===== src/include/scfh_defs.vh =====
// Constants for the sensor command-frame handler
`ifndef SCFH_DEFS_VH
`define SCFH_DEFS_VH

// Clock rate in Hz
`define SCFH_CLK_HZ         125000000

// Frame identifiers received
`define SCFH_ID_CONFIG_WR   8'h06
`define SCFH_ID_PERSIST     8'h09
`define SCFH_ID_FILT_WR     8'h0C
`define SCFH_ID_SLEEP_REQ   8'h0F
`define SCFH_ID_PUSH_START  8'h15
`define SCFH_ID_PUSH_STOP   8'h16
`define SCFH_ID_ACQ_WR      8'h18
`define SCFH_ID_ACQ_QUERY   8'h19
`define SCFH_ID_MAG_RESTORE 8'h1D
`define SCFH_ID_CAL_SAMPLE  8'h1F
`define SCFH_ID_ACCEL_CLEAR 8'h24

// Frame identifiers sent
`define SCFH_ID_PERSIST_REP 8'h10
`define SCFH_ID_CONFIG_ACK  8'h13
`define SCFH_ID_FILT_ACK    8'h14
`define SCFH_ID_WAKE        8'h17
`define SCFH_ID_ACQ_ACK     8'h1A
`define SCFH_ID_ACQ_REPLY   8'h1B
`define SCFH_ID_SLEEP_ACK   8'h1C
`define SCFH_ID_MAG_ACK     8'h1E
`define SCFH_ID_ACCEL_ACK   8'h25

// Payload lengths in bytes
`define SCFH_ACQ_LEN        4'hA
`define SCFH_PERSIST_LEN    4'h2

// Persist result codes
`define SCFH_SAVE_OK        16'h0000
`define SCFH_SAVE_FAIL      16'h0001

// Register offsets
`define SCFH_REG_STATUS     8'h00
`define SCFH_REG_ACQ_CTRL   8'h04
`define SCFH_REG_SPACING    8'h08
`define SCFH_REG_GAP        8'h0C
`define SCFH_REG_ACQ_COUNT  8'h10

// Field positions
`define SCFH_BIT_POLL       0
`define SCFH_BIT_FLUSH      1
`define SCFH_BIT_SLEEP      0
`define SCFH_BIT_PUSH_ON    1
`define SCFH_BIT_BUSY       2
`define SCFH_BIT_SAVE_ERR   3

// Reset values
`define SCFH_RST_POLL       1'b1
`define SCFH_RST_FLUSH      1'b0
`define SCFH_RST_SPACING    32'h00000000
`define SCFH_RST_GAP        32'h00000000

`endif


===== src/hw/scfh_cmd_handler.v =====
// Command-frame handler: frame decode, replies, push and acquisition timing
`timescale 1ns/1ns
`default_nettype none
`include "scfh_defs.vh"

// Behaviour
// - Config write answered with empty frame 19
// - Filter write answered with empty frame 20
// - Frame 21 starts periodic push output
// - Frame 22 stops periodic push output
// - Leaving sleep sends empty frame 23
// - Frame 24: poll, flush, spacing, gap
// - Poll flag true polls; default poll
// - Flush flag voids filter each reading
// - Spacing sets acquisition period; zero immediate
// - Push waits gap after each set
// - Short gap resends latest data unchanged
// - Frame 25 queries acquisition parameters
// - Acquisition write answered with frame 26
// - Query answered by frame 27, same layout
// - Sleep request: send 28, then sleep
// - Frame 29 restores factory magnetic calibration
// - Magnetic restore answered with frame 30
// - Frame 31 takes guarded manual calibration sample
// - Frame 36 clears user accelerometer calibration
// - Accelerometer clear answered with frame 37
// - Any character wakes sleeping device
// - Persist reply code 0000 ok, 0001 fail
module scfh_cmd_handler #(
  parameter CLK_HZ = `SCFH_CLK_HZ
) (
  input  wire        mclk,              // System clock
  input  wire        rst_b,             // Async reset, low
  input  wire [7:0]  reg_addr,          // Register byte address
  input  wire [31:0] reg_wdata,         // Register write data
  input  wire        reg_wr,            // Write strobe
  input  wire        reg_rd,            // Read strobe
  output reg  [31:0] reg_rdata,         // Read data, next cycle
  input  wire        rx_valid,          // Received byte valid
  input  wire [7:0]  rx_data,           // Received byte
  input  wire        rx_last,           // Last byte of frame
  output reg         rx_ready,          // Handler takes bytes
  output reg         tx_valid,          // Reply byte valid
  output reg  [7:0]  tx_data,           // Reply byte
  output reg         tx_last,           // Last reply byte
  input  wire        tx_ready,          // Framer takes byte
  output reg         acq_start,         // Start one acquisition
  input  wire        acq_done,          // Acquisition finished
  output reg         filter_flush,      // Void filter contents
  output reg         push_send,         // Send latest data set
  input  wire        push_sent,         // Data set fully sent
  output reg         nvm_save,          // Start persist write
  input  wire        nvm_done,          // Persist write over
  input  wire        nvm_fail,          // Persist write failed
  output reg         mag_cal_restore,   // Load factory mag coeffs
  output reg         accel_cal_clear,   // Clear user accel coeffs
  output reg         cal_sample,        // Take calibration sample
  input  wire        cal_active,        // Field calibration running
  input  wire        auto_cal_sampling, // Automatic sampling on
  input  wire        cal_stability_check, // Stability met
  output reg         sleep              // Device asleep
);

  localparam [1:0] A_IDLE = 2'd0;
  localparam [1:0] A_BUSY = 2'd1;
  localparam [1:0] A_WAIT = 2'd2;
  localparam [1:0] P_OFF  = 2'd0;
  localparam [1:0] P_SENT = 2'd1;
  localparam [1:0] P_GAP  = 2'd2;

  reg         poll_select_flag_r;
  reg         filter_clear_flag_r;
  reg  [31:0] sample_spacing_r;
  reg  [31:0] push_gap_r;
  reg         in_frame_r;
  reg  [7:0]  id_r;
  reg  [3:0]  cnt_r;
  reg  [71:0] pbuf_r;
  reg  [7:0]  rep_id_r;
  reg  [79:0] tx_sh_r;
  reg  [3:0]  tx_left_r;
  reg         save_wait_r;
  reg         save_err_r;
  reg         cmd_start_r;
  reg         cmd_stop_r;
  reg  [1:0]  acq_st_r;
  reg  [31:0] acq_cnt_r;
  reg  [31:0] acq_total_r;
  reg  [1:0]  push_st_r;
  reg  [31:0] gap_cnt_r;
  reg  [31:0] rdata_nxt;

  wire [31:0] spacing_cyc;
  wire [31:0] gap_cyc;

  // ---------------------------------------------------------------
  // Seconds to cycles for spacing and gap
  // ---------------------------------------------------------------
  scfh_sec2cyc #(.CLK_HZ(CLK_HZ)) u_spacing (
    .sec_f  (sample_spacing_r),
    .cycles (spacing_cyc)
  );

  scfh_sec2cyc #(.CLK_HZ(CLK_HZ)) u_gap (
    .sec_f  (push_gap_r),
    .cycles (gap_cyc)
  );

  // ---------------------------------------------------------------
  // Frame decode helpers
  // ---------------------------------------------------------------
  wire        rx_acc = rx_valid & rx_ready;
  wire [7:0]  fid    = in_frame_r ? id_r : rx_data;
  wire [3:0]  plen   = in_frame_r ? cnt_r + 4'h1 : 4'h0;
  wire [79:0] pnext  = {pbuf_r, rx_data};
  wire        tx_adv = tx_valid & tx_ready;
  wire        slp_pend = tx_valid & (rep_id_r == `SCFH_ID_SLEEP_ACK);
  // Parameter image for the query reply, in the write frame's layout
  wire [79:0] acq_vec = {7'h00, poll_select_flag_r, 7'h00, filter_clear_flag_r,
                         sample_spacing_r, push_gap_r};

  // Load a reply frame; the handler stops taking bytes meanwhile
  task start_tx;
    input [7:0]  id;
    input [3:0]  len;
    input [79:0] pay;
    begin
      rep_id_r  <= id;
      tx_valid  <= 1'b1;
      tx_data   <= id;
      tx_last   <= (len == 4'h0);
      tx_left_r <= len;
      tx_sh_r   <= pay;
      rx_ready  <= 1'b0;
    end
  endtask

  // ---------------------------------------------------------------
  // Frame intake, command decode and reply sender
  // ---------------------------------------------------------------
  always @(posedge mclk or negedge rst_b) begin
    if (!rst_b) begin
      poll_select_flag_r  <= `SCFH_RST_POLL;
      filter_clear_flag_r <= `SCFH_RST_FLUSH;
      sample_spacing_r    <= `SCFH_RST_SPACING;
      push_gap_r          <= `SCFH_RST_GAP;
      in_frame_r          <= 1'b0;
      id_r                <= 8'h00;
      cnt_r               <= 4'h0;
      pbuf_r              <= 72'h0;
      rep_id_r            <= 8'h00;
      tx_sh_r             <= 80'h0;
      tx_left_r           <= 4'h0;
      tx_valid            <= 1'b0;
      tx_data             <= 8'h00;
      tx_last             <= 1'b0;
      rx_ready            <= 1'b1;
      save_wait_r         <= 1'b0;
      save_err_r          <= 1'b0;
      cmd_start_r         <= 1'b0;
      cmd_stop_r          <= 1'b0;
      nvm_save            <= 1'b0;
      mag_cal_restore     <= 1'b0;
      accel_cal_clear     <= 1'b0;
      cal_sample          <= 1'b0;
      sleep               <= 1'b0;
    end else begin
      cmd_start_r     <= 1'b0;
      cmd_stop_r      <= 1'b0;
      nvm_save        <= 1'b0;
      mag_cal_restore <= 1'b0;
      accel_cal_clear <= 1'b0;
      cal_sample      <= 1'b0;
      // Software writes to the acquisition parameters
      if (reg_wr) begin
        case (reg_addr)
          `SCFH_REG_ACQ_CTRL: begin
            poll_select_flag_r  <= reg_wdata[`SCFH_BIT_POLL];
            filter_clear_flag_r <= reg_wdata[`SCFH_BIT_FLUSH];
          end
          `SCFH_REG_SPACING: sample_spacing_r <= reg_wdata;
          `SCFH_REG_GAP:     push_gap_r <= reg_wdata;
          default: ;
        endcase
      end
      // Reply bytes leave one per accepted handshake
      if (tx_adv) begin
        if (tx_last) begin
          tx_valid <= 1'b0;
          rx_ready <= 1'b1;
          if (rep_id_r == `SCFH_ID_SLEEP_ACK) begin
            sleep <= 1'b1;
          end
        end else begin
          tx_data   <= tx_sh_r[79:72];
          tx_sh_r   <= {tx_sh_r[71:0], 8'h00};
          tx_left_r <= tx_left_r - 4'h1;
          tx_last   <= (tx_left_r == 4'h1);
        end
      end
      // Persist finished: reply with result code
      if (save_wait_r && nvm_done) begin
        save_wait_r <= 1'b0;
        save_err_r  <= nvm_fail;
        start_tx(`SCFH_ID_PERSIST_REP, `SCFH_PERSIST_LEN,
                 {(nvm_fail ? `SCFH_SAVE_FAIL : `SCFH_SAVE_OK), 64'h0});
      end
      if (sleep) begin
        // Any character wakes; it is consumed, not parsed
        if (rx_acc) begin
          sleep      <= 1'b0;
          in_frame_r <= 1'b0;
          start_tx(`SCFH_ID_WAKE, 4'h0, 80'h0);
        end
      end else if (rx_acc) begin
        in_frame_r <= ~rx_last;
        if (in_frame_r) begin
          pbuf_r <= pnext[71:0];
          if (cnt_r != 4'hE) begin
            cnt_r <= cnt_r + 4'h1;
          end
        end else begin
          id_r  <= rx_data;
          cnt_r <= 4'h0;
        end
        if (rx_last) begin
          case (fid)
            `SCFH_ID_CONFIG_WR: begin
              start_tx(`SCFH_ID_CONFIG_ACK, 4'h0, 80'h0);
            end
            `SCFH_ID_FILT_WR: begin
              start_tx(`SCFH_ID_FILT_ACK, 4'h0, 80'h0);
            end
            `SCFH_ID_PUSH_START: begin
              if (plen == 4'h0 && !poll_select_flag_r) begin
                cmd_start_r <= 1'b1;
              end
            end
            `SCFH_ID_PUSH_STOP: begin
              if (plen == 4'h0) begin
                cmd_stop_r <= 1'b1;
              end
            end
            `SCFH_ID_ACQ_WR: begin
              if (plen == `SCFH_ACQ_LEN) begin
                poll_select_flag_r  <= (pnext[79:72] != 8'h00);
                filter_clear_flag_r <= (pnext[71:64] != 8'h00);
                sample_spacing_r    <= pnext[63:32];
                push_gap_r          <= pnext[31:0];
                start_tx(`SCFH_ID_ACQ_ACK, 4'h0, 80'h0);
              end
            end
            `SCFH_ID_ACQ_QUERY: begin
              if (plen == 4'h0) begin
                start_tx(`SCFH_ID_ACQ_REPLY, `SCFH_ACQ_LEN, acq_vec);
              end
            end
            `SCFH_ID_SLEEP_REQ: begin
              start_tx(`SCFH_ID_SLEEP_ACK, 4'h0, 80'h0);
            end
            `SCFH_ID_PERSIST: begin
              nvm_save    <= 1'b1;
              save_wait_r <= 1'b1;
              rx_ready    <= 1'b0;
            end
            `SCFH_ID_MAG_RESTORE: begin
              mag_cal_restore <= 1'b1;
              start_tx(`SCFH_ID_MAG_ACK, 4'h0, 80'h0);
            end
            `SCFH_ID_CAL_SAMPLE: begin
              if (cal_active && !auto_cal_sampling && cal_stability_check) begin
                cal_sample <= 1'b1;
              end
            end
            `SCFH_ID_ACCEL_CLEAR: begin
              accel_cal_clear <= 1'b1;
              start_tx(`SCFH_ID_ACCEL_ACK, 4'h0, 80'h0);
            end
            default: ;
          endcase
        end
      end
    end
  end

  // ---------------------------------------------------------------
  // Internal acquisition pacing
  // ---------------------------------------------------------------
  always @(posedge mclk or negedge rst_b) begin
    if (!rst_b) begin
      acq_st_r     <= A_IDLE;
      acq_cnt_r    <= 32'h00000000;
      acq_total_r  <= 32'h00000000;
      acq_start    <= 1'b0;
      filter_flush <= 1'b0;
    end else begin
      acq_start    <= 1'b0;
      filter_flush <= 1'b0;
      case (acq_st_r)
        A_IDLE: begin
          if (!sleep && !slp_pend) begin
            acq_start <= 1'b1;
            acq_st_r  <= A_BUSY;
          end
        end
        A_BUSY: begin
          if (acq_done) begin
            filter_flush <= filter_clear_flag_r;
            acq_total_r  <= acq_total_r + 32'h00000001;
            acq_cnt_r    <= spacing_cyc;
            acq_st_r     <= A_WAIT;
          end
        end
        A_WAIT: begin
          // Zero spacing restarts at once
          if (acq_cnt_r == 32'h00000000) begin
            acq_st_r <= A_IDLE;
          end else begin
            acq_cnt_r <= acq_cnt_r - 32'h00000001;
          end
        end
        default: acq_st_r <= A_IDLE;
      endcase
    end
  end

  // ---------------------------------------------------------------
  // Push output pacing
  // ---------------------------------------------------------------
  always @(posedge mclk or negedge rst_b) begin
    if (!rst_b) begin
      push_st_r <= P_OFF;
      gap_cnt_r <= 32'h00000000;
      push_send <= 1'b0;
    end else begin
      push_send <= 1'b0;
      if (cmd_stop_r || sleep || slp_pend) begin
        push_st_r <= P_OFF;
      end else begin
        case (push_st_r)
          P_OFF: begin
            if (cmd_start_r) begin
              push_send <= 1'b1;
              push_st_r <= P_SENT;
            end
          end
          P_SENT: begin
            if (push_sent) begin
              gap_cnt_r <= gap_cyc;
              push_st_r <= P_GAP;
            end
          end
          P_GAP: begin
            // Latest data goes out whether fresh or not
            if (gap_cnt_r == 32'h00000000) begin
              push_send <= 1'b1;
              push_st_r <= P_SENT;
            end else begin
              gap_cnt_r <= gap_cnt_r - 32'h00000001;
            end
          end
          default: push_st_r <= P_OFF;
        endcase
      end
    end
  end

  // ---------------------------------------------------------------
  // Register read port
  // ---------------------------------------------------------------
  always @* begin
    rdata_nxt = 32'h00000000;
    if (reg_rd) begin
      case (reg_addr)
        `SCFH_REG_STATUS: begin
          rdata_nxt[`SCFH_BIT_SLEEP]    = sleep;
          rdata_nxt[`SCFH_BIT_PUSH_ON]  = (push_st_r != P_OFF);
          rdata_nxt[`SCFH_BIT_BUSY]     = ~rx_ready;
          rdata_nxt[`SCFH_BIT_SAVE_ERR] = save_err_r;
        end
        `SCFH_REG_ACQ_CTRL: begin
          rdata_nxt[`SCFH_BIT_POLL]  = poll_select_flag_r;
          rdata_nxt[`SCFH_BIT_FLUSH] = filter_clear_flag_r;
        end
        `SCFH_REG_SPACING:   rdata_nxt = sample_spacing_r;
        `SCFH_REG_GAP:       rdata_nxt = push_gap_r;
        `SCFH_REG_ACQ_COUNT: rdata_nxt = acq_total_r;
        default:             rdata_nxt = 32'h00000000;
      endcase
    end
  end

  // Read data stands one cycle only
  always @(posedge mclk or negedge rst_b) begin
    if (!rst_b) begin
      reg_rdata <= 32'h00000000;
    end else begin
      reg_rdata <= rdata_nxt;
    end
  end

endmodule // scfh_cmd_handler
`default_nettype wire


===== src/hw/scfh_sec2cyc.v =====
// Float32 seconds to clock-cycle count converter
`timescale 1ns/1ns
`default_nettype none
`include "scfh_defs.vh"

module scfh_sec2cyc #(
  parameter CLK_HZ = `SCFH_CLK_HZ
) (
  input  wire [31:0] sec_f,  // Seconds, IEEE single
  output reg  [31:0] cycles  // Whole cycles, saturated
);

  localparam [26:0] CLKW = CLK_HZ[26:0];

  // ---------------------------------------------------------------
  // Mantissa times clock rate, scaled by exponent
  // ---------------------------------------------------------------
  wire [7:0]  expo = sec_f[30:23];
  wire [23:0] mant = {1'b1, sec_f[22:0]};
  wire [50:0] prod = mant * CLKW;
  wire [7:0]  rsh  = 8'd150 - expo;
  wire [50:0] shr  = prod >> rsh;

  // Negative, zero and tiny give zero; huge saturates; rounds down
  always @* begin
    if (sec_f[31] || expo == 8'h00 || expo < 8'd99) begin
      cycles = 32'h00000000;
    end else if (expo > 8'd150 || shr[50:32] != 19'h00000) begin
      cycles = 32'hFFFFFFFF;
    end else begin
      cycles = shr[31:0];
    end
  end

endmodule // scfh_sec2cyc
`default_nettype wire


===== config.mk =====
export PLATFORM = sky130hd
export DESIGN_NAME = scfh_cmd_handler
export DESIGN_NICKNAME = d
export VERILOG_FILES = /design/src/hw/scfh_cmd_handler.v /design/src/hw/scfh_sec2cyc.v
export VERILOG_INCLUDE_DIRS = /design/src /design/src/include
export SDC_FILE = /design/constraint.sdc
export NUM_CORES = 2
export LEC_CHECK = 0
export BUFFER_PORTS_ARGS = -buffer_cell sky130_fd_sc_hd__buf_4
export CAP_MARGIN = 10
export CORE_MARGIN = 2
export CORE_UTILIZATION = 51
export CTS_CLUSTER_SIZE = 40
export DETAILED_ROUTE_END_ITERATION = 12
export GPL_ROUTABILITY_DRIVEN = 0
export PLACE_DENSITY_LB_ADDON = 0.2
export REMOVE_ABC_BUFFERS = 1
export SLEW_MARGIN = 5
export SYNTH_ARGS = -nofsm -noshare
export SYNTH_HDL_FRONTEND = slang
export SYNTH_SLANG_ARGS = --single-unit

===== constraint.sdc =====
create_clock -name mclk -period 9.1 [get_ports mclk]
set_input_delay 0.91 -clock mclk [delete_from_list [all_inputs] [get_ports mclk]]
set_output_delay 0.91 -clock mclk [all_outputs]
set_load 0.1 [all_outputs]

==> metrics <==
H-Tree Depth=2; Post-synth EDFFs=0; DP Wirelength=between 100 and 150 mm; slew margin rel.=0.229; commonest cells in the netlist=inv_1, nand2_1, ha_1; Layout fillers=about 8700; Ports=roughly 110; Critical Path RT=around 9600 ps; # hold bufs at CTS=0; initial antenna violation count=2; Worst Path Max Fanout=14; P_leak=roughly 26 nW; synth unique cells=about 110; endpoints failing setup=0; row cnt=113; Final Hold Viols=0; clk buf depth=3; total grt overflow=0; Register Area=9970 um^2; Initial Util=0.513; Total Wirelength=156 mm; Buffers on Ports=around 110; Clock Pin Slew Worst Setup and Hold Paths=approximately 90 ps; Vias=41900; Num CTS Buffers=46; Global Route Usage Sum=0.317; post-route minimum period=a little under 9000 ps; Worst Clk Skew=roughly 50 ps; VDD IR-drop max=~0.19 mV; sequential fraction of the synthesis area=0.205; combined area of all synthesized cells=~49000 um^2; fin crit share=0.966; Most used DFF post-synth=dfrtp_1; CP arrival=9300 ps; Power Dens Cells=211 nW/um^2; CTS tree=done; vias per inst=a little over 6; DR DRC count=0; async set-reset flop share out of synthesis=1.00; status=finished clean; root buffer cell=clkbuf_16; # diodes=0; WS Path Type=reg -> reg; Worst-Skew Late Latency=670 ps; most frequent cell after synthesis=inv_1; max-slew violations=0; Worst path most repeated cell=fa_1; first-pass GRT wire length=~240 mm; RSZ-0062 raised after global routing=yes; crit path buf inv count=4; Synth Register Bits=between 300 and 400; Hold/Removal Path Class=in -> async; Worst path slowest cell=dfrtp_1; CP top delay family=adder cells; top cells by area, synth=dfrtp_1, fa_1, ha_1, inv_1, nand2_1; Detailed Route Iter0 Violations=approximately 4200; Die Width=between 300 and 400 um; First-pass DRT Iterations=9; clock sink count=between 300 and 400; Post-DP Area=between 50000 and 60000 um^2; die area=around 100000 um^2; Max Cap Viol=0; total power=11.1 mW; final setup TNS=0 ps; Avg Synthesized Cell Area=slightly below 9 um^2; Synth area leader=dfrtp_1; Layout Nets=roughly 6500; critical path startpoint category=register; area of the multi-input gates=between 30000 and 40000 um^2; Post-Syn Instances=5552; YS warnings=0; WHS=about 240 ps; area grow syn2layout=8.52%; share of cells above drive strength 1=0.0960; WL per Instance=roughly 23 um; slowest stage delay, CP=slightly below 700 ps; Core Box Area=about 95000 um^2; Synth top area share=0.204; Slew @ Worst Pin=roughly 1200 ps; Die Span Y=about 310 um; Max Freq=roughly 0.11 GHz; vias in the first global route=roughly 40000; Design Area, Final=about 53000 um^2; Final ANT Viol Nets=0; crit end category=register; pin count of the biggest net entering global routing=94
cell usage in the layout (no fill, tap or decap), types with 17 or more instances in the layout:
master,instances
nand3_1,90
inv_1,757
ha_1,462
nand2_1,516
dfrtp_1,391
o2111ai_1,17
fa_1,437
a22oi_1,76
nand4_1,54
mux2_2,123
xor2_1,39
nor3_1,123
or3_1,45
nor2_1,358
a31oi_1,35
nor4_1,35
o22ai_1,28
and4_1,17
and3_1,31
a221oi_1,20
o211ai_1,60
a21oi_1,325
xnor2_1,78
o21ai_1,38
o21ai_0,276
a211oi_1,67
buf_4,223
nor2b_1,50
nand2b_1,25
clkbuf_16,47
mux2i_1,194
o31ai_1,28
o21a_1,35
or2_2,18
and2_1,39
a21o_1,38
cell families (layout without fill, tap and decap cells):
group	count (synthesis)	after routing	synth area share
XOR/XNOR	129	129	0.0233
buffers and inverters	1035	1069	0.0814
multiplexers	326	326	0.0725
flip-flops	398	398	0.205
AND/OR/NAND/NOR	1470	1470	0.142
AO/OA/AOI/OAI	1293	1293	0.176
adder cells (fa/ha/maj)	901	901	0.300
registers in the layout, indices dropped and copies added, names as in the netlist, 32 cells and up:
signal / count
push_gap_r: 32
reg_rdata: 32
acq_cnt_r: 32
gap_cnt_r: 32
sample_spacing_r: 32
acq_total_r: 32
tx_sh_r: 80
pbuf_r: 72
final cells by class:
type	instances	share of cell area
inverter	759	0.0540
clock inverter	19	0.00665
tap	1265	0.0300
timing repair buffer	224	0.0320
clock buffer	67	0.0258
sequential	398	0.189
multi-input combinational	4119	0.662
report_power, final:
group          total (mW)  switching [mW]  internal (mW)
clock network        2.12           0.842           1.28
logic                6.91            4.48           2.43
registers            2.07           0.169           1.90
per-layer routing:
layer / track usage / wire (um)
met4: 0.118 / 6610
met1: 0.448 / 68400
met5: 0 / 15
met2: 0.480 / 67800
met3: 0.0662 / 13600
final timing paths:
check                      cells past startpoint                   end  slack [ps]       startpoint
min reg2reg                                    1       acq_total_r[31]         480  acq_total_r[31]
max reg2reg                                   26         gap_cnt_r[10]         310   push_gap_r[13]
min in group mclk                              1       acq_total_r[31]         480  acq_total_r[31]
max                                           26         gap_cnt_r[10]         310   push_gap_r[13]
min                                            1         gap_cnt_r[24]         240            rst_b
max in group asynchronous                      2  sample_spacing_r[15]        7140            rst_b
repair_timing:
item                                    CTS  global route
setup buffers                             0             2
endpoints found under the setup margin    0            54
gates resized for setup                   0            17
through the flow:
stage | setup slack [ps] | util | cells
6_report | 309 | 0.556 | 6851
5_1_grt | -17.2 | 0.556 | 6851
4_1_cts | 277 | 0.556 | 6849
3_5_place_dp | 318 | 0.537 | 6763
3_3_place_gp | 395 | 0.537 | 6763
2_1_floorplan | 1210 | - | 5276
Power figures use the tool's default switching activity.
